`src/rtl/freq_meter_consts.svh`:
```
// Purpose: Offsets, field positions and reset values of the frequency meter
// Assumes: Byte addresses, one 32-bit word per register
// Notes: Definitions only
`ifndef FREQ_METER_CONSTS_SVH
`define FREQ_METER_CONSTS_SVH

`define ADDR_W 10
`define OFF_CTRL 10'h000
`define OFF_MODE 10'h004
`define OFF_STATUS 10'h008
`define OFF_VALUE 10'h00C
`define OFF_IER 10'h010
`define OFF_IDR 10'h014
`define OFF_IMR 10'h018
`define OFF_ISR 10'h01C
`define OFF_ICR 10'h020
`define OFF_VERSION 10'h3FC

`define START_BIT 0
`define REF_CLOCK_ENABLE_BIT 31
`define MEASURED_CLOCK_SELECT_MSB 20
`define MEASURED_CLOCK_SELECT_LSB 16
`define REF_CYCLE_COUNT_MSB 15
`define REF_CYCLE_COUNT_LSB 8
`define REF_CLOCK_SELECT_MSB 2
`define REF_CLOCK_SELECT_LSB 0
`define MODE_MASK 32'h801F_FF07
`define MODE_RESET 32'h0000_0000

`define STAT_BUSY_BIT 0
`define STAT_RPEND_BIT 1
`define IRQ_DONE_BIT 0
`define IRQ_RDY_BIT 1
`define IRQ_W 2

`define VALUE_W 24
`define REF_CYCLE_COUNT_W 8
`define SEL_W 5

`endif

```
`src/rtl/freq_meter_pkg.sv`:
```
// Purpose: Types shared by the frequency meter modules
// Assumes: Nothing
// Notes: Constants live in freq_meter_consts.svh
`default_nettype none

package freq_meter_pkg;
   typedef enum logic [2:0] {
      ST_IDLE = 3'h1,
      ST_ARM = 3'h2,
      ST_RUN = 3'h4
   } eng_state_e;
endpackage : freq_meter_pkg

`default_nettype wire

```
`src/rtl/meas_if.sv`:
```
// Purpose: Link between register front end and measurement engine
// Assumes: Single clock domain
// Notes: Edges are one-cycle pulses of synchronised clocks
`include "freq_meter_consts.svh"
`default_nettype none

interface meas_if;
   logic start;
   logic meas_edge;
   logic ref_edge;
   logic [`REF_CYCLE_COUNT_W-1:0] ref_num;
   logic busy;
   logic [`VALUE_W-1:0] result;
   modport ctrl (output start, meas_edge, ref_edge, ref_num, input busy, result);
   modport engine (input start, meas_edge, ref_edge, ref_num, output busy, result);
endinterface : meas_if

`default_nettype wire

```
`src/rtl/meas_engine.sv`:
```
// Purpose: Counts measured-clock edges over a number of reference edges
// Assumes: Edge pulses already synchronised to clock_i
// Notes: Count saturates at full scale
`include "freq_meter_consts.svh"
`default_nettype none

module meas_engine (
   // Clock and reset
   input wire logic clock_i,
   input wire logic rstn_i,
   // Control link
   meas_if.engine m
);
   freq_meter_pkg::eng_state_e state_r;
   logic [`VALUE_W-1:0] cnt_r;
   logic [`VALUE_W-1:0] cnt_nxt;
   logic [`VALUE_W-1:0] result_r;
   logic [`REF_CYCLE_COUNT_W-1:0] ref_cnt_r;
   logic [`REF_CYCLE_COUNT_W-1:0] ref_cnt_nxt;
   logic last;

   // Zero programmed length wraps to full 256 cycles
   assign ref_cnt_nxt = ref_cnt_r + `REF_CYCLE_COUNT_W'(1);
   assign last = m.ref_edge && (ref_cnt_nxt == m.ref_num);
   assign cnt_nxt = (m.meas_edge && (cnt_r != '1)) ? cnt_r + `VALUE_W'(1) : cnt_r;
   assign m.busy = (state_r != freq_meter_pkg::ST_IDLE);
   assign m.result = result_r;

   always_ff @(posedge clock_i or negedge rstn_i) begin
      if (!rstn_i) begin
         state_r <= freq_meter_pkg::ST_IDLE;
      end else begin
         case (state_r)
            freq_meter_pkg::ST_IDLE: if (m.start) state_r <= freq_meter_pkg::ST_ARM;
            freq_meter_pkg::ST_ARM: if (!m.start && m.ref_edge) state_r <= freq_meter_pkg::ST_RUN;
            freq_meter_pkg::ST_RUN: begin
               if (m.start) state_r <= freq_meter_pkg::ST_ARM;
               else if (last) state_r <= freq_meter_pkg::ST_IDLE;
            end
            default: state_r <= freq_meter_pkg::ST_IDLE;
         endcase
      end
   end

   // Window opens on a reference edge so both counts align
   always_ff @(posedge clock_i or negedge rstn_i) begin
      if (!rstn_i) begin
         cnt_r <= '0;
         ref_cnt_r <= '0;
      end else if (m.start || state_r != freq_meter_pkg::ST_RUN) begin
         cnt_r <= '0;
         ref_cnt_r <= '0;
      end else begin
         cnt_r <= cnt_nxt;
         if (m.ref_edge) ref_cnt_r <= ref_cnt_nxt;
      end
   end

   always_ff @(posedge clock_i or negedge rstn_i) begin
      if (!rstn_i) begin
         result_r <= '0;
      end else if (state_r == freq_meter_pkg::ST_RUN && last && !m.start) begin
         result_r <= cnt_nxt;
      end
   end

   run_end_a : assert property (
      @(posedge clock_i) disable iff (!rstn_i)
      (state_r == freq_meter_pkg::ST_RUN && last && !m.start) |=> !m.busy)
      else $error("engine did not stop at programmed length");
   result_hold_a : assert property (
      @(posedge clock_i) disable iff (!rstn_i)
      (m.busy && !(state_r == freq_meter_pkg::ST_RUN && last && !m.start))
         |=> $stable(result_r))
      else $error("result changed while busy");
endmodule : meas_engine

`default_nettype wire

```
`src/rtl/freq_meter.sv`:
```
// Purpose: Register front end and clock selection of the frequency meter
// Assumes: Source clocks slower than half of clock_i
// Notes: Reads answer one cycle later; irq_o lags pending bits by one cycle
`include "freq_meter_consts.svh"
`default_nettype none

// Summary of operation
// - Writing start bit one launches measurement
// - Mode top bit enables reference clock
// - Mode bits 20..16 select measured clock
// - Mode bits 15..8 give reference cycles
// - Mode bits 2..0 select reference clock
// - Pending flag high until reference clock ready
// - Busy flag high during measurement
// - Result in bits 23..0, upper zero
// - Enable-set register sets mask bits
// - Enable-clear register clears mask bits
// - Mask view shows enabled sources
// - Pending bits set on status falling edge
// - Pending-clear register clears pending bits
// - Identification word holds version and variant
// - Result counts measured cycles over window
// - Interrupt is OR of masked pending
// - Mode write sets pending until applied
module freq_meter #(
   parameter int MEAS_SRCS = 32,
   parameter int REF_SRCS = 8,
   parameter logic [11:0] VERSION_NUM = 12'h123, // Value is arbitrary
   parameter logic [3:0] VARIANT_NUM = 4'h0 // Value is arbitrary
) (
   // Clock and reset
   input wire logic clock_i,
   input wire logic rstn_i,
   // Register port
   input wire logic [`ADDR_W-1:0] addr_i,
   input wire logic [31:0] wr_data_i,
   input wire logic wr_en_i,
   input wire logic rd_en_i,
   output logic [31:0] rd_data_o,
   // Candidate clocks
   input wire logic [MEAS_SRCS-1:0] meas_src_i,
   input wire logic [REF_SRCS-1:0] ref_src_i,
   // Interrupt
   output logic irq_o
);
   generate
      if (MEAS_SRCS < 1 || MEAS_SRCS > 32 || REF_SRCS < 1 || REF_SRCS > 8) begin : g_chk
         $error("source counts out of range");
      end
   endgenerate

   meas_if m ();

   logic [31:0] mode_r;
   logic [`IRQ_W-1:0] mask_r;
   logic [`IRQ_W-1:0] pend_r;
   logic [`IRQ_W-1:0] pend_nxt;
   logic [`IRQ_W-1:0] ev;
   logic ref_pend_r;
   logic ref_pend_d_r;
   logic ref_gate_r;
   logic busy_d_r;
   logic irq_r;
   logic [31:0] rd_data_r;
   logic [31:0] rd_val;
   logic wr_ctrl;
   logic wr_mode;
   logic wr_ier;
   logic wr_idr;
   logic wr_icr;
   logic ref_raw_edge;
   logic [MEAS_SRCS-1:0] meas_s1_r;
   logic [MEAS_SRCS-1:0] meas_s2_r;
   logic [MEAS_SRCS-1:0] meas_s3_r;
   logic [REF_SRCS-1:0] ref_s1_r;
   logic [REF_SRCS-1:0] ref_s2_r;
   logic [REF_SRCS-1:0] ref_s3_r;

   function automatic logic hit(input logic [`ADDR_W-1:0] a, input logic [`ADDR_W-1:0] off);
      hit = (a == off);
   endfunction : hit

   // Rising edge of one source out of a padded vector
   function automatic logic pick_edge(input logic [31:0] now, input logic [31:0] old,
                                      input logic [`SEL_W-1:0] idx);
      pick_edge = now[idx] && !old[idx];
   endfunction : pick_edge

   assign wr_ctrl = wr_en_i && hit(addr_i, `OFF_CTRL);
   assign wr_mode = wr_en_i && hit(addr_i, `OFF_MODE);
   assign wr_ier = wr_en_i && hit(addr_i, `OFF_IER);
   assign wr_idr = wr_en_i && hit(addr_i, `OFF_IDR);
   assign wr_icr = wr_en_i && hit(addr_i, `OFF_ICR);

   // Two-stage synchronisers, third stage only for edge detection
   genvar gi;
   generate
      for (gi = 0; gi < MEAS_SRCS; gi++) begin : g_meas_sync
         always_ff @(posedge clock_i or negedge rstn_i) begin
            if (!rstn_i) begin
               meas_s1_r[gi] <= 1'b0;
               meas_s2_r[gi] <= 1'b0;
               meas_s3_r[gi] <= 1'b0;
            end else begin
               meas_s1_r[gi] <= meas_src_i[gi];
               meas_s2_r[gi] <= meas_s1_r[gi];
               meas_s3_r[gi] <= meas_s2_r[gi];
            end
         end
      end
      for (gi = 0; gi < REF_SRCS; gi++) begin : g_ref_sync
         always_ff @(posedge clock_i or negedge rstn_i) begin
            if (!rstn_i) begin
               ref_s1_r[gi] <= 1'b0;
               ref_s2_r[gi] <= 1'b0;
               ref_s3_r[gi] <= 1'b0;
            end else begin
               ref_s1_r[gi] <= ref_src_i[gi];
               ref_s2_r[gi] <= ref_s1_r[gi];
               ref_s3_r[gi] <= ref_s2_r[gi];
            end
         end
      end
   endgenerate

   // Reserved selections land on zero-padded bits and never tick
   assign m.meas_edge = pick_edge(32'(meas_s2_r), 32'(meas_s3_r),
                                  mode_r[`MEASURED_CLOCK_SELECT_MSB:`MEASURED_CLOCK_SELECT_LSB]);
   assign ref_raw_edge = pick_edge(32'(ref_s2_r), 32'(ref_s3_r),
                                   `SEL_W'(mode_r[`REF_CLOCK_SELECT_MSB:`REF_CLOCK_SELECT_LSB]));
   assign m.ref_edge = ref_raw_edge && ref_gate_r;
   assign m.ref_num = mode_r[`REF_CYCLE_COUNT_MSB:`REF_CYCLE_COUNT_LSB];
   assign m.start = wr_ctrl && wr_data_i[`START_BIT];

   meas_engine u_engine (
      .clock_i(clock_i),
      .rstn_i(rstn_i),
      .m(m.engine)
   );

   always_ff @(posedge clock_i or negedge rstn_i) begin
      if (!rstn_i) begin
         mode_r <= `MODE_RESET;
      end else if (wr_mode) begin
         mode_r <= wr_data_i & `MODE_MASK;
      end
   end

   // Gate changes only on an edge of the selected source; a dead source keeps pending
   always_ff @(posedge clock_i or negedge rstn_i) begin
      if (!rstn_i) begin
         ref_pend_r <= 1'b0;
         ref_gate_r <= 1'b0;
      end else if (wr_mode) begin
         ref_pend_r <= 1'b1;
      end else if (ref_pend_r && ref_raw_edge) begin
         ref_pend_r <= 1'b0;
         ref_gate_r <= mode_r[`REF_CLOCK_ENABLE_BIT];
      end
   end

   always_ff @(posedge clock_i or negedge rstn_i) begin
      if (!rstn_i) begin
         mask_r <= '0;
      end else if (wr_ier) begin
         mask_r <= mask_r | wr_data_i[`IRQ_W-1:0];
      end else if (wr_idr) begin
         mask_r <= mask_r & ~wr_data_i[`IRQ_W-1:0];
      end
   end

   assign ev[`IRQ_DONE_BIT] = busy_d_r && !m.busy;
   assign ev[`IRQ_RDY_BIT] = ref_pend_d_r && !ref_pend_r;
   // Event in the clear cycle still sets
   assign pend_nxt = (pend_r & ~(wr_icr ? wr_data_i[`IRQ_W-1:0] : '0)) | ev;

   always_ff @(posedge clock_i or negedge rstn_i) begin
      if (!rstn_i) begin
         busy_d_r <= 1'b0;
         ref_pend_d_r <= 1'b0;
         pend_r <= '0;
      end else begin
         busy_d_r <= m.busy;
         ref_pend_d_r <= ref_pend_r;
         pend_r <= pend_nxt;
      end
   end

   always_ff @(posedge clock_i or negedge rstn_i) begin
      if (!rstn_i) begin
         irq_r <= 1'b0;
      end else begin
         irq_r <= |(pend_r & mask_r);
      end
   end

   always_comb begin
      rd_val = '0;
      if (hit(addr_i, `OFF_MODE)) begin
         rd_val = mode_r;
      end else if (hit(addr_i, `OFF_STATUS)) begin
         rd_val[`STAT_BUSY_BIT] = m.busy;
         rd_val[`STAT_RPEND_BIT] = ref_pend_r;
      end else if (hit(addr_i, `OFF_VALUE)) begin
         rd_val[`VALUE_W-1:0] = m.result;
      end else if (hit(addr_i, `OFF_IMR)) begin
         rd_val[`IRQ_W-1:0] = mask_r;
      end else if (hit(addr_i, `OFF_ISR)) begin
         rd_val[`IRQ_W-1:0] = pend_r;
      end else if (hit(addr_i, `OFF_VERSION)) begin
         rd_val = {12'h000, VARIANT_NUM, 4'h0, VERSION_NUM};
      end
   end

   always_ff @(posedge clock_i or negedge rstn_i) begin
      if (!rstn_i) begin
         rd_data_r <= '0;
      end else begin
         rd_data_r <= rd_en_i ? rd_val : '0;
      end
   end

   assign rd_data_o = rd_data_r;
   assign irq_o = irq_r;

   start_busy_a : assert property (
      @(posedge clock_i) disable iff (!rstn_i)
      (wr_ctrl && wr_data_i[`START_BIT]) |=> m.busy)
      else $error("start did not raise busy");
   start_zero_a : assert property (
      @(posedge clock_i) disable iff (!rstn_i)
      (wr_ctrl && !wr_data_i[`START_BIT] && !m.busy) |=> !m.busy)
      else $error("zero start launched a measurement");
   status_busy_a : assert property (
      @(posedge clock_i) disable iff (!rstn_i)
      (rd_en_i && hit(addr_i, `OFF_STATUS)) |=>
         rd_data_r[`STAT_BUSY_BIT] == $past(m.busy))
      else $error("status busy bit wrong");
   mode_pend_a : assert property (
      @(posedge clock_i) disable iff (!rstn_i)
      wr_mode |=> ref_pend_r)
      else $error("mode write did not set pending");
   gate_off_a : assert property (
      @(posedge clock_i) disable iff (!rstn_i)
      !ref_gate_r |-> !m.ref_edge)
      else $error("reference edge passed a closed gate");
   done_set_a : assert property (
      @(posedge clock_i) disable iff (!rstn_i)
      $fell(m.busy) |=> pend_r[`IRQ_DONE_BIT])
      else $error("done pending not set");
   rdy_set_a : assert property (
      @(posedge clock_i) disable iff (!rstn_i)
      $fell(ref_pend_r) |=> pend_r[`IRQ_RDY_BIT])
      else $error("ready pending not set");
   ier_set_a : assert property (
      @(posedge clock_i) disable iff (!rstn_i)
      (wr_ier && wr_data_i[`IRQ_DONE_BIT]) |=> mask_r[`IRQ_DONE_BIT])
      else $error("enable-set ignored");
   idr_clr_a : assert property (
      @(posedge clock_i) disable iff (!rstn_i)
      (wr_idr && wr_data_i[`IRQ_RDY_BIT]) |=> !mask_r[`IRQ_RDY_BIT])
      else $error("enable-clear ignored");
   icr_clr_a : assert property (
      @(posedge clock_i) disable iff (!rstn_i)
      (wr_icr && wr_data_i[`IRQ_DONE_BIT] && !ev[`IRQ_DONE_BIT])
         |=> !pend_r[`IRQ_DONE_BIT])
      else $error("pending clear ignored");
   irq_on_a : assert property (
      @(posedge clock_i) disable iff (!rstn_i)
      (|(pend_r & mask_r)) |=> irq_o)
      else $error("interrupt missing");
   irq_off_a : assert property (
      @(posedge clock_i) disable iff (!rstn_i)
      !(|(pend_r & mask_r)) |=> !irq_o)
      else $error("spurious interrupt");
   value_rd_a : assert property (
      @(posedge clock_i) disable iff (!rstn_i)
      (rd_en_i && hit(addr_i, `OFF_VALUE)) |=>
         rd_data_o[31:`VALUE_W] == '0 && rd_data_o[`VALUE_W-1:0] == $past(m.result))
      else $error("result read wrong");
endmodule : freq_meter

`default_nettype wire

```
`config.mk`:
```
export PLATFORM = sky130hd
export DESIGN_NAME = freq_meter
export DESIGN_NICKNAME = d
export VERILOG_FILES = /design/src/rtl/freq_meter_pkg.sv /design/src/rtl/meas_if.sv /design/src/rtl/meas_engine.sv /design/src/rtl/freq_meter.sv
export VERILOG_INCLUDE_DIRS = /design/src /design/src/rtl
export SDC_FILE = /design/constraint.sdc
export NUM_CORES = 1
export LEC_CHECK = 0
export ABC_CLOCK_PERIOD_IN_PS = 5270
export BUFFER_PORTS_ARGS = -buffer_cell sky130_fd_sc_hd__buf_4
export CORE_ASPECT_RATIO = 2
export CORE_MARGIN = 8
export CORE_UTILIZATION = 46
export CTS_CLUSTER_DIAMETER = 150
export DETAILED_ROUTE_END_ITERATION = 16
export HOLD_SLACK_MARGIN = 0.05
export PLACE_DENSITY = 0.66
export SLEW_MARGIN = 15
export SYNTH_ARGS = -nofsm -noshare
export SYNTH_HDL_FRONTEND = slang
export SYNTH_SLANG_ARGS = --single-unit
```
`constraint.sdc`:
```
create_clock -name clock_i -period 5.27 [get_ports clock_i]
set_input_delay 1.581 -clock clock_i [delete_from_list [all_inputs] [get_ports clock_i]]
set_output_delay 1.581 -clock clock_i [all_outputs]
set_load 0.005 [all_outputs]
```
==> metrics.txt <==
# TYPE chip_impl_metric gauge
chip_impl_info{name="result_of_the_run",value="completed"} 1
chip_impl_info{name="holdCritStartpoint",value="meas_s1_r[21]"} 1
chip_impl_metric{name="rrSetupSlack",unit="ns"} 1.44
chip_impl_metric{name="synth.cell_area",unit="µm²"} 8700
chip_impl_metric{name="peakVddDrop",unit="mV"} 0.2924
chip_impl_metric{name="fin_setup_tns",unit="ns"} 0
chip_impl_metric{name="critical_path.max_stage_delay",unit="ns"} 0.79
chip_impl_metric{name="max_freq",unit="MHz"} 255.7
chip_impl_metric{name="design_power_total",unit="W"} 0.003361
chip_impl_metric{name="power.net_switching",unit="W"} 0.0007074
chip_impl_info{name="slowest_stage",value="sky130_fd_sc_hd__or3b_2"} 1
chip_impl_metric{name="report.final.setup_viol",unit=""} 0
chip_impl_info{name="regToRegStartpoint",value="mode_r[16]"} 1
chip_impl_info{name="most_frequent_cell_on_critical_path",value="sky130_fd_sc_hd__buf_4"} 1
chip_impl_metric{name="p_int",unit="W"} 0.002654
chip_impl_metric{name="via_count_of_the_first_global_routing_pass",unit=""} 6248
chip_impl_metric{name="power.clock.fraction",unit="%"} 41.8
chip_impl_metric{name="layout-drive-gt1-share",unit="%"} 20.32
chip_impl_info{name="cp-startpoint",value="addr_i[5]"} 1
chip_impl_info{name="final_common_cell",value="sky130_fd_sc_hd__dfrtp_1"} 1
chip_impl_metric{name="first_pass_iteration_count_of_the_detailed_router",unit=""} 5
chip_impl_metric{name="worst-slew-pin-transition",unit="ns"} 1.088
chip_impl_metric{name="vias_per_cell",unit=""} 5.638
chip_impl_metric{name="initial_core_util",unit="%"} 46.63
chip_impl_metric{name="detailroute.via_count",unit=""} 5785
chip_impl_info{name="mostFrequentLayoutCells",value="229 x sky130_fd_sc_hd__dfrtp_1, 102 x sky130_fd_sc_hd__buf_4, 45 x sky130_fd_sc_hd__nand2_1"} 1
chip_impl_metric{name="maxSlewViolCount",unit=""} 0
chip_impl_metric{name="ios",unit=""} 119
chip_impl_metric{name="cp.depth",unit=""} 8
chip_impl_metric{name="fin_crit_sh",unit="%"} 74.21
chip_impl_metric{name="antenna_cells",unit=""} 0
chip_impl_info{name="path_class",value="primary input to flip-flop"} 1
chip_impl_metric{name="synthesis.yosys.warnings",unit=""} 0
chip_impl_metric{name="initial_antenna_violation_count",unit=""} 0
chip_impl_info{name="setup.worst_path.end_class",value="flip-flop"} 1
chip_impl_metric{name="ant_nets",unit=""} 0
chip_impl_metric{name="first_iter_violations",unit=""} 297
chip_impl_metric{name="grt_first_pass_wirelength",unit="µm"} 31490
chip_impl_metric{name="clock_sinks",unit=""} 230
chip_impl_info{name="tritoncts",value="built"} 1
chip_impl_metric{name="gr-total-overflow",unit=""} 0
chip_impl_metric{name="power.share.sequential",unit="%"} 54.6
chip_impl_metric{name="worst_max_slew_margin_expressed_relative_to_the_limit",unit="%"} 27.49
chip_impl_metric{name="cts_setup_buffers",unit=""} 0
chip_impl_info{name="hp-class",value="flip-flop to flip-flop"} 1
chip_impl_metric{name="grt_usage",unit="%"} 16.42
chip_impl_metric{name="floorplan.die_area",unit="µm²"} 23840
chip_impl_metric{name="detailed_place_hpwl",unit="µm"} 13800
chip_impl_metric{name="clock_skew",unit="ns"} 0.008663
chip_impl_metric{name="depth_of_the_worst_hold_timing_path",unit=""} 0
chip_impl_metric{name="worst_ep_arrival",unit="ns"} 4.31
chip_impl_metric{name="yosys.cell_types.count",unit=""} 63
chip_impl_metric{name="synth.yosys.seq_area_share",unit="%"} 66.17
chip_impl_metric{name="placed_cell_area",unit="µm²"} 9634
chip_impl_metric{name="die_y",unit="µm"} 210.5
chip_impl_metric{name="worst-endpoint-required",unit="ns"} 5.67
chip_impl_metric{name="r2r_cells",unit=""} 7
chip_impl_metric{name="routability_cong",unit=""} 0.8558
chip_impl_metric{name="fp-row-count",unit=""} 71
chip_impl_metric{name="cts-root-to-sink-buffers",unit=""} 3
chip_impl_metric{name="post-route-cell-area",unit="µm²"} 10280
chip_impl_metric{name="cts_inserted_buffers",unit=""} 19
chip_impl_info{name="crit-reg2reg-capture",value="u_engine.m.result[12]"} 1
chip_impl_info{name="critPathLaunchType",value="primary input"} 1
chip_impl_metric{name="cts_repair_resize_count",unit=""} 0
chip_impl_metric{name="cap_violations",unit=""} 0
chip_impl_metric{name="worst_skew_pair.late_latency",unit="ns"} 0.49
chip_impl_metric{name="grt_start_max_net_pins",unit=""} 148
chip_impl_metric{name="layout_min_cycle_time",unit="ns"} 3.911
chip_impl_metric{name="power.share.combinational",unit="%"} 3.6
chip_impl_metric{name="postRouteWirelength",unit="µm"} 19290
chip_impl_metric{name="path_max_fanout",unit=""} 32
chip_impl_info{name="cts-root-buf",value="sky130_fd_sc_hd__clkbuf_16"} 1
chip_impl_info{name="synthFlopType",value="sky130_fd_sc_hd__dfrtp_1"} 1
chip_impl_info{name="critical-path-top-delay-family",value="simple AND/OR/NAND/NOR gates"} 1
chip_impl_info{name="rsz_0062_raised_after_global_routing",value="false"} 1
chip_impl_metric{name="cts.htree.levels",unit=""} 1
chip_impl_info{name="crit_chain",value="buf_4, nor3_1, nand4_1, or3b_2, or3b_1, buf_4, nand2_1, o21ai_0"} 1
chip_impl_metric{name="avgRoutedWirePerCell",unit="µm"} 18.80
chip_impl_metric{name="synth-edff-count",unit=""} 0
chip_impl_metric{name="buffers_and_inverters_on_the_worst_path",unit=""} 2
chip_impl_metric{name="area_growth",unit="%"} 18.22
chip_impl_metric{name="holdBufCountCts",unit=""} 0
chip_impl_metric{name="fin_util",unit="%"} 55.13
chip_impl_metric{name="post_synth_inst_count",unit=""} 699
chip_impl_metric{name="core_area",unit="µm²"} 18660
chip_impl_metric{name="place.port_buffers",unit=""} 96
chip_impl_metric{name="synth.ff_latch_count",unit=""} 230
chip_impl_metric{name="power.switching_fraction",unit="%"} 21.05
chip_impl_metric{name="drcViolationCount",unit=""} 0
chip_impl_metric{name="die_x",unit="µm"} 113.2
chip_impl_metric{name="hold_viol_final",unit=""} 0
chip_impl_metric{name="cellLeakagePower",unit="nW"} 4.561
chip_impl_info{name="cp-endpoint",value="u_engine.m.result[16]"} 1
chip_impl_metric{name="async_reset_ff_share",unit="%"} 100.0
chip_impl_metric{name="pwr_density_cell",unit="nW/µm²"} 326.8
chip_impl_metric{name="postSynthAreaPerCell",unit="µm²"} 12.45
chip_impl_metric{name="finalHoldWorstSlack",unit="ns"} 0.3395
chip_impl_metric{name="nets",unit=""} 884
chip_impl_metric{name="clk_pin_slew_worst_paths",unit="ns"} 0.07
Yosys cell counts, types with 3 or more instances:
master                      instances  share of area, %
sky130_fd_sc_hd__a2111oi_0          5              0.50
sky130_fd_sc_hd__a211oi_1          13               1.1
sky130_fd_sc_hd__a21boi_0           3              0.26
sky130_fd_sc_hd__a21oi_1           19               1.1
sky130_fd_sc_hd__a22o_1            15               1.5
sky130_fd_sc_hd__and2_1             5              0.36
sky130_fd_sc_hd__and3_1            13              0.93
sky130_fd_sc_hd__and3b_1            5              0.50
sky130_fd_sc_hd__and4_1             3              0.30
sky130_fd_sc_hd__buf_2              4              0.23
sky130_fd_sc_hd__buf_4              7              0.60
sky130_fd_sc_hd__clkbuf_1          23              0.99
sky130_fd_sc_hd__dfrtp_1          229                66
sky130_fd_sc_hd__inv_1             16              0.69
sky130_fd_sc_hd__mux2_2            18               2.3
sky130_fd_sc_hd__mux2i_1            3              0.35
sky130_fd_sc_hd__nand2_1           45               1.9
sky130_fd_sc_hd__nand2b_1           6              0.43
sky130_fd_sc_hd__nand3_1           21               1.2
sky130_fd_sc_hd__nand3b_1           8              0.69
sky130_fd_sc_hd__nand4_1           14               1.0
sky130_fd_sc_hd__nor2_1            37               1.6
sky130_fd_sc_hd__nor2b_1           15               1.1
sky130_fd_sc_hd__nor3_1            15              0.86
sky130_fd_sc_hd__nor3b_1           17               1.5
sky130_fd_sc_hd__nor4_1             5              0.36
sky130_fd_sc_hd__nor4b_1            3              0.30
sky130_fd_sc_hd__o21a_1             5              0.43
sky130_fd_sc_hd__o21ai_0           38               2.2
sky130_fd_sc_hd__o21ai_1            3              0.17
sky130_fd_sc_hd__o31ai_1            4              0.35
sky130_fd_sc_hd__or3_1             10              0.72
sky130_fd_sc_hd__or3b_1             3              0.30
sky130_fd_sc_hd__or4_1              5              0.43
sky130_fd_sc_hd__xnor2_1           24               2.4
sky130_fd_sc_hd__xor2_1             5              0.50
power by group through the flow:
stage / Clock (W) / Combinational, W / Sequential [W]
floorplan: 0 / 0.0000362 / 0.00186
global placement: 0 / 0.000115 / 0.00187
detailed placement: 0 / 0.000120 / 0.00187
CTS: 0.00145 / 0.000120 / 0.00184
global route: 0.00151 / 0.000135 / 0.00184
finish: 0.00141 / 0.000120 / 0.00184
worst reg2reg max path: stages, from the launching register on:
cell and delay, ns:
sky130_fd_sc_hd__dfrtp_1 0.68, sky130_fd_sc_hd__nor4b_1 0.42, sky130_fd_sc_hd__nor4_1 0.10, sky130_fd_sc_hd__a211oi_1 0.51, sky130_fd_sc_hd__nand4_1 0.86, sky130_fd_sc_hd__a2111oi_0 0.80, sky130_fd_sc_hd__xnor2_1 0.23, sky130_fd_sc_hd__o21ai_1 0.11
cell type report:
| class | count | area [µm²] |
|---|---|---|
| Fill cell | 1597 | 8371 |
| Timing Repair Buffer | 105 | 828.3 |
| Tap cell | 219 | 274.0 |
| Sequential cell | 230 | 5757 |
| Multi-Input combinational cell | 424 | 2743 |
| Inverter | 16 | 60.06 |
| Clock buffer | 25 | 548.0 |
| Clock inverter | 7 | 75.07 |
through the flow:
stage	worst slack, ns	cells
CTS	1.413	1025
global route	1.090	1026
global placement	0.9659	993
finish	1.359	1026
detailed placement	0.8923	993
floorplan	1.635	705
per-layer routing:
layer	track usage (%)	part of all wire, %
met3	3.181	5.8
met1	17.32	36
met5	0	0
met2	30.55	54
met4	7.447	4.1
flip-flops by register name, indices dropped and copies added (netlist names), 8 cells and up, named ones only:
register            cells
meas_s1_r              32
meas_s2_r              32
meas_s3_r              32
mode_r                 17
rd_data_o              25
ref_s1_r                8
ref_s2_r                8
ref_s3_r                8
u_engine.cnt_r         24
u_engine.m.result      24
u_engine.ref_cnt_r      8
worst min-delay path by stage:
stage | end
after floorplan | meas_s2_r[0]
after global placement | meas_s2_r[23]
after detailed placement | meas_s2_r[19]
after CTS | meas_s2_r[21]
after global routing | ref_s2_r[6]
final | meas_s2_r[21]
cells by family (layout without fill, tap and decap cells):
| kind of cell | count (synthesis) | in the layout | synth area share (%) |
|---|---|---|---|
| fa+ha+maj | 2 | 2 | 0.2876 |
| buf+inv | 51 | 153 | 2.560 |
| mux | 22 | 22 | 2.934 |
| other cells | 1 | 7 | 0.04311 |
| simple gates | 236 | 236 | 15.12 |
| flops | 230 | 230 | 66.17 |
| xor+xnor | 29 | 29 | 2.920 |
| compound gates | 128 | 128 | 9.967 |
Power figures use the tool's default switching activity.
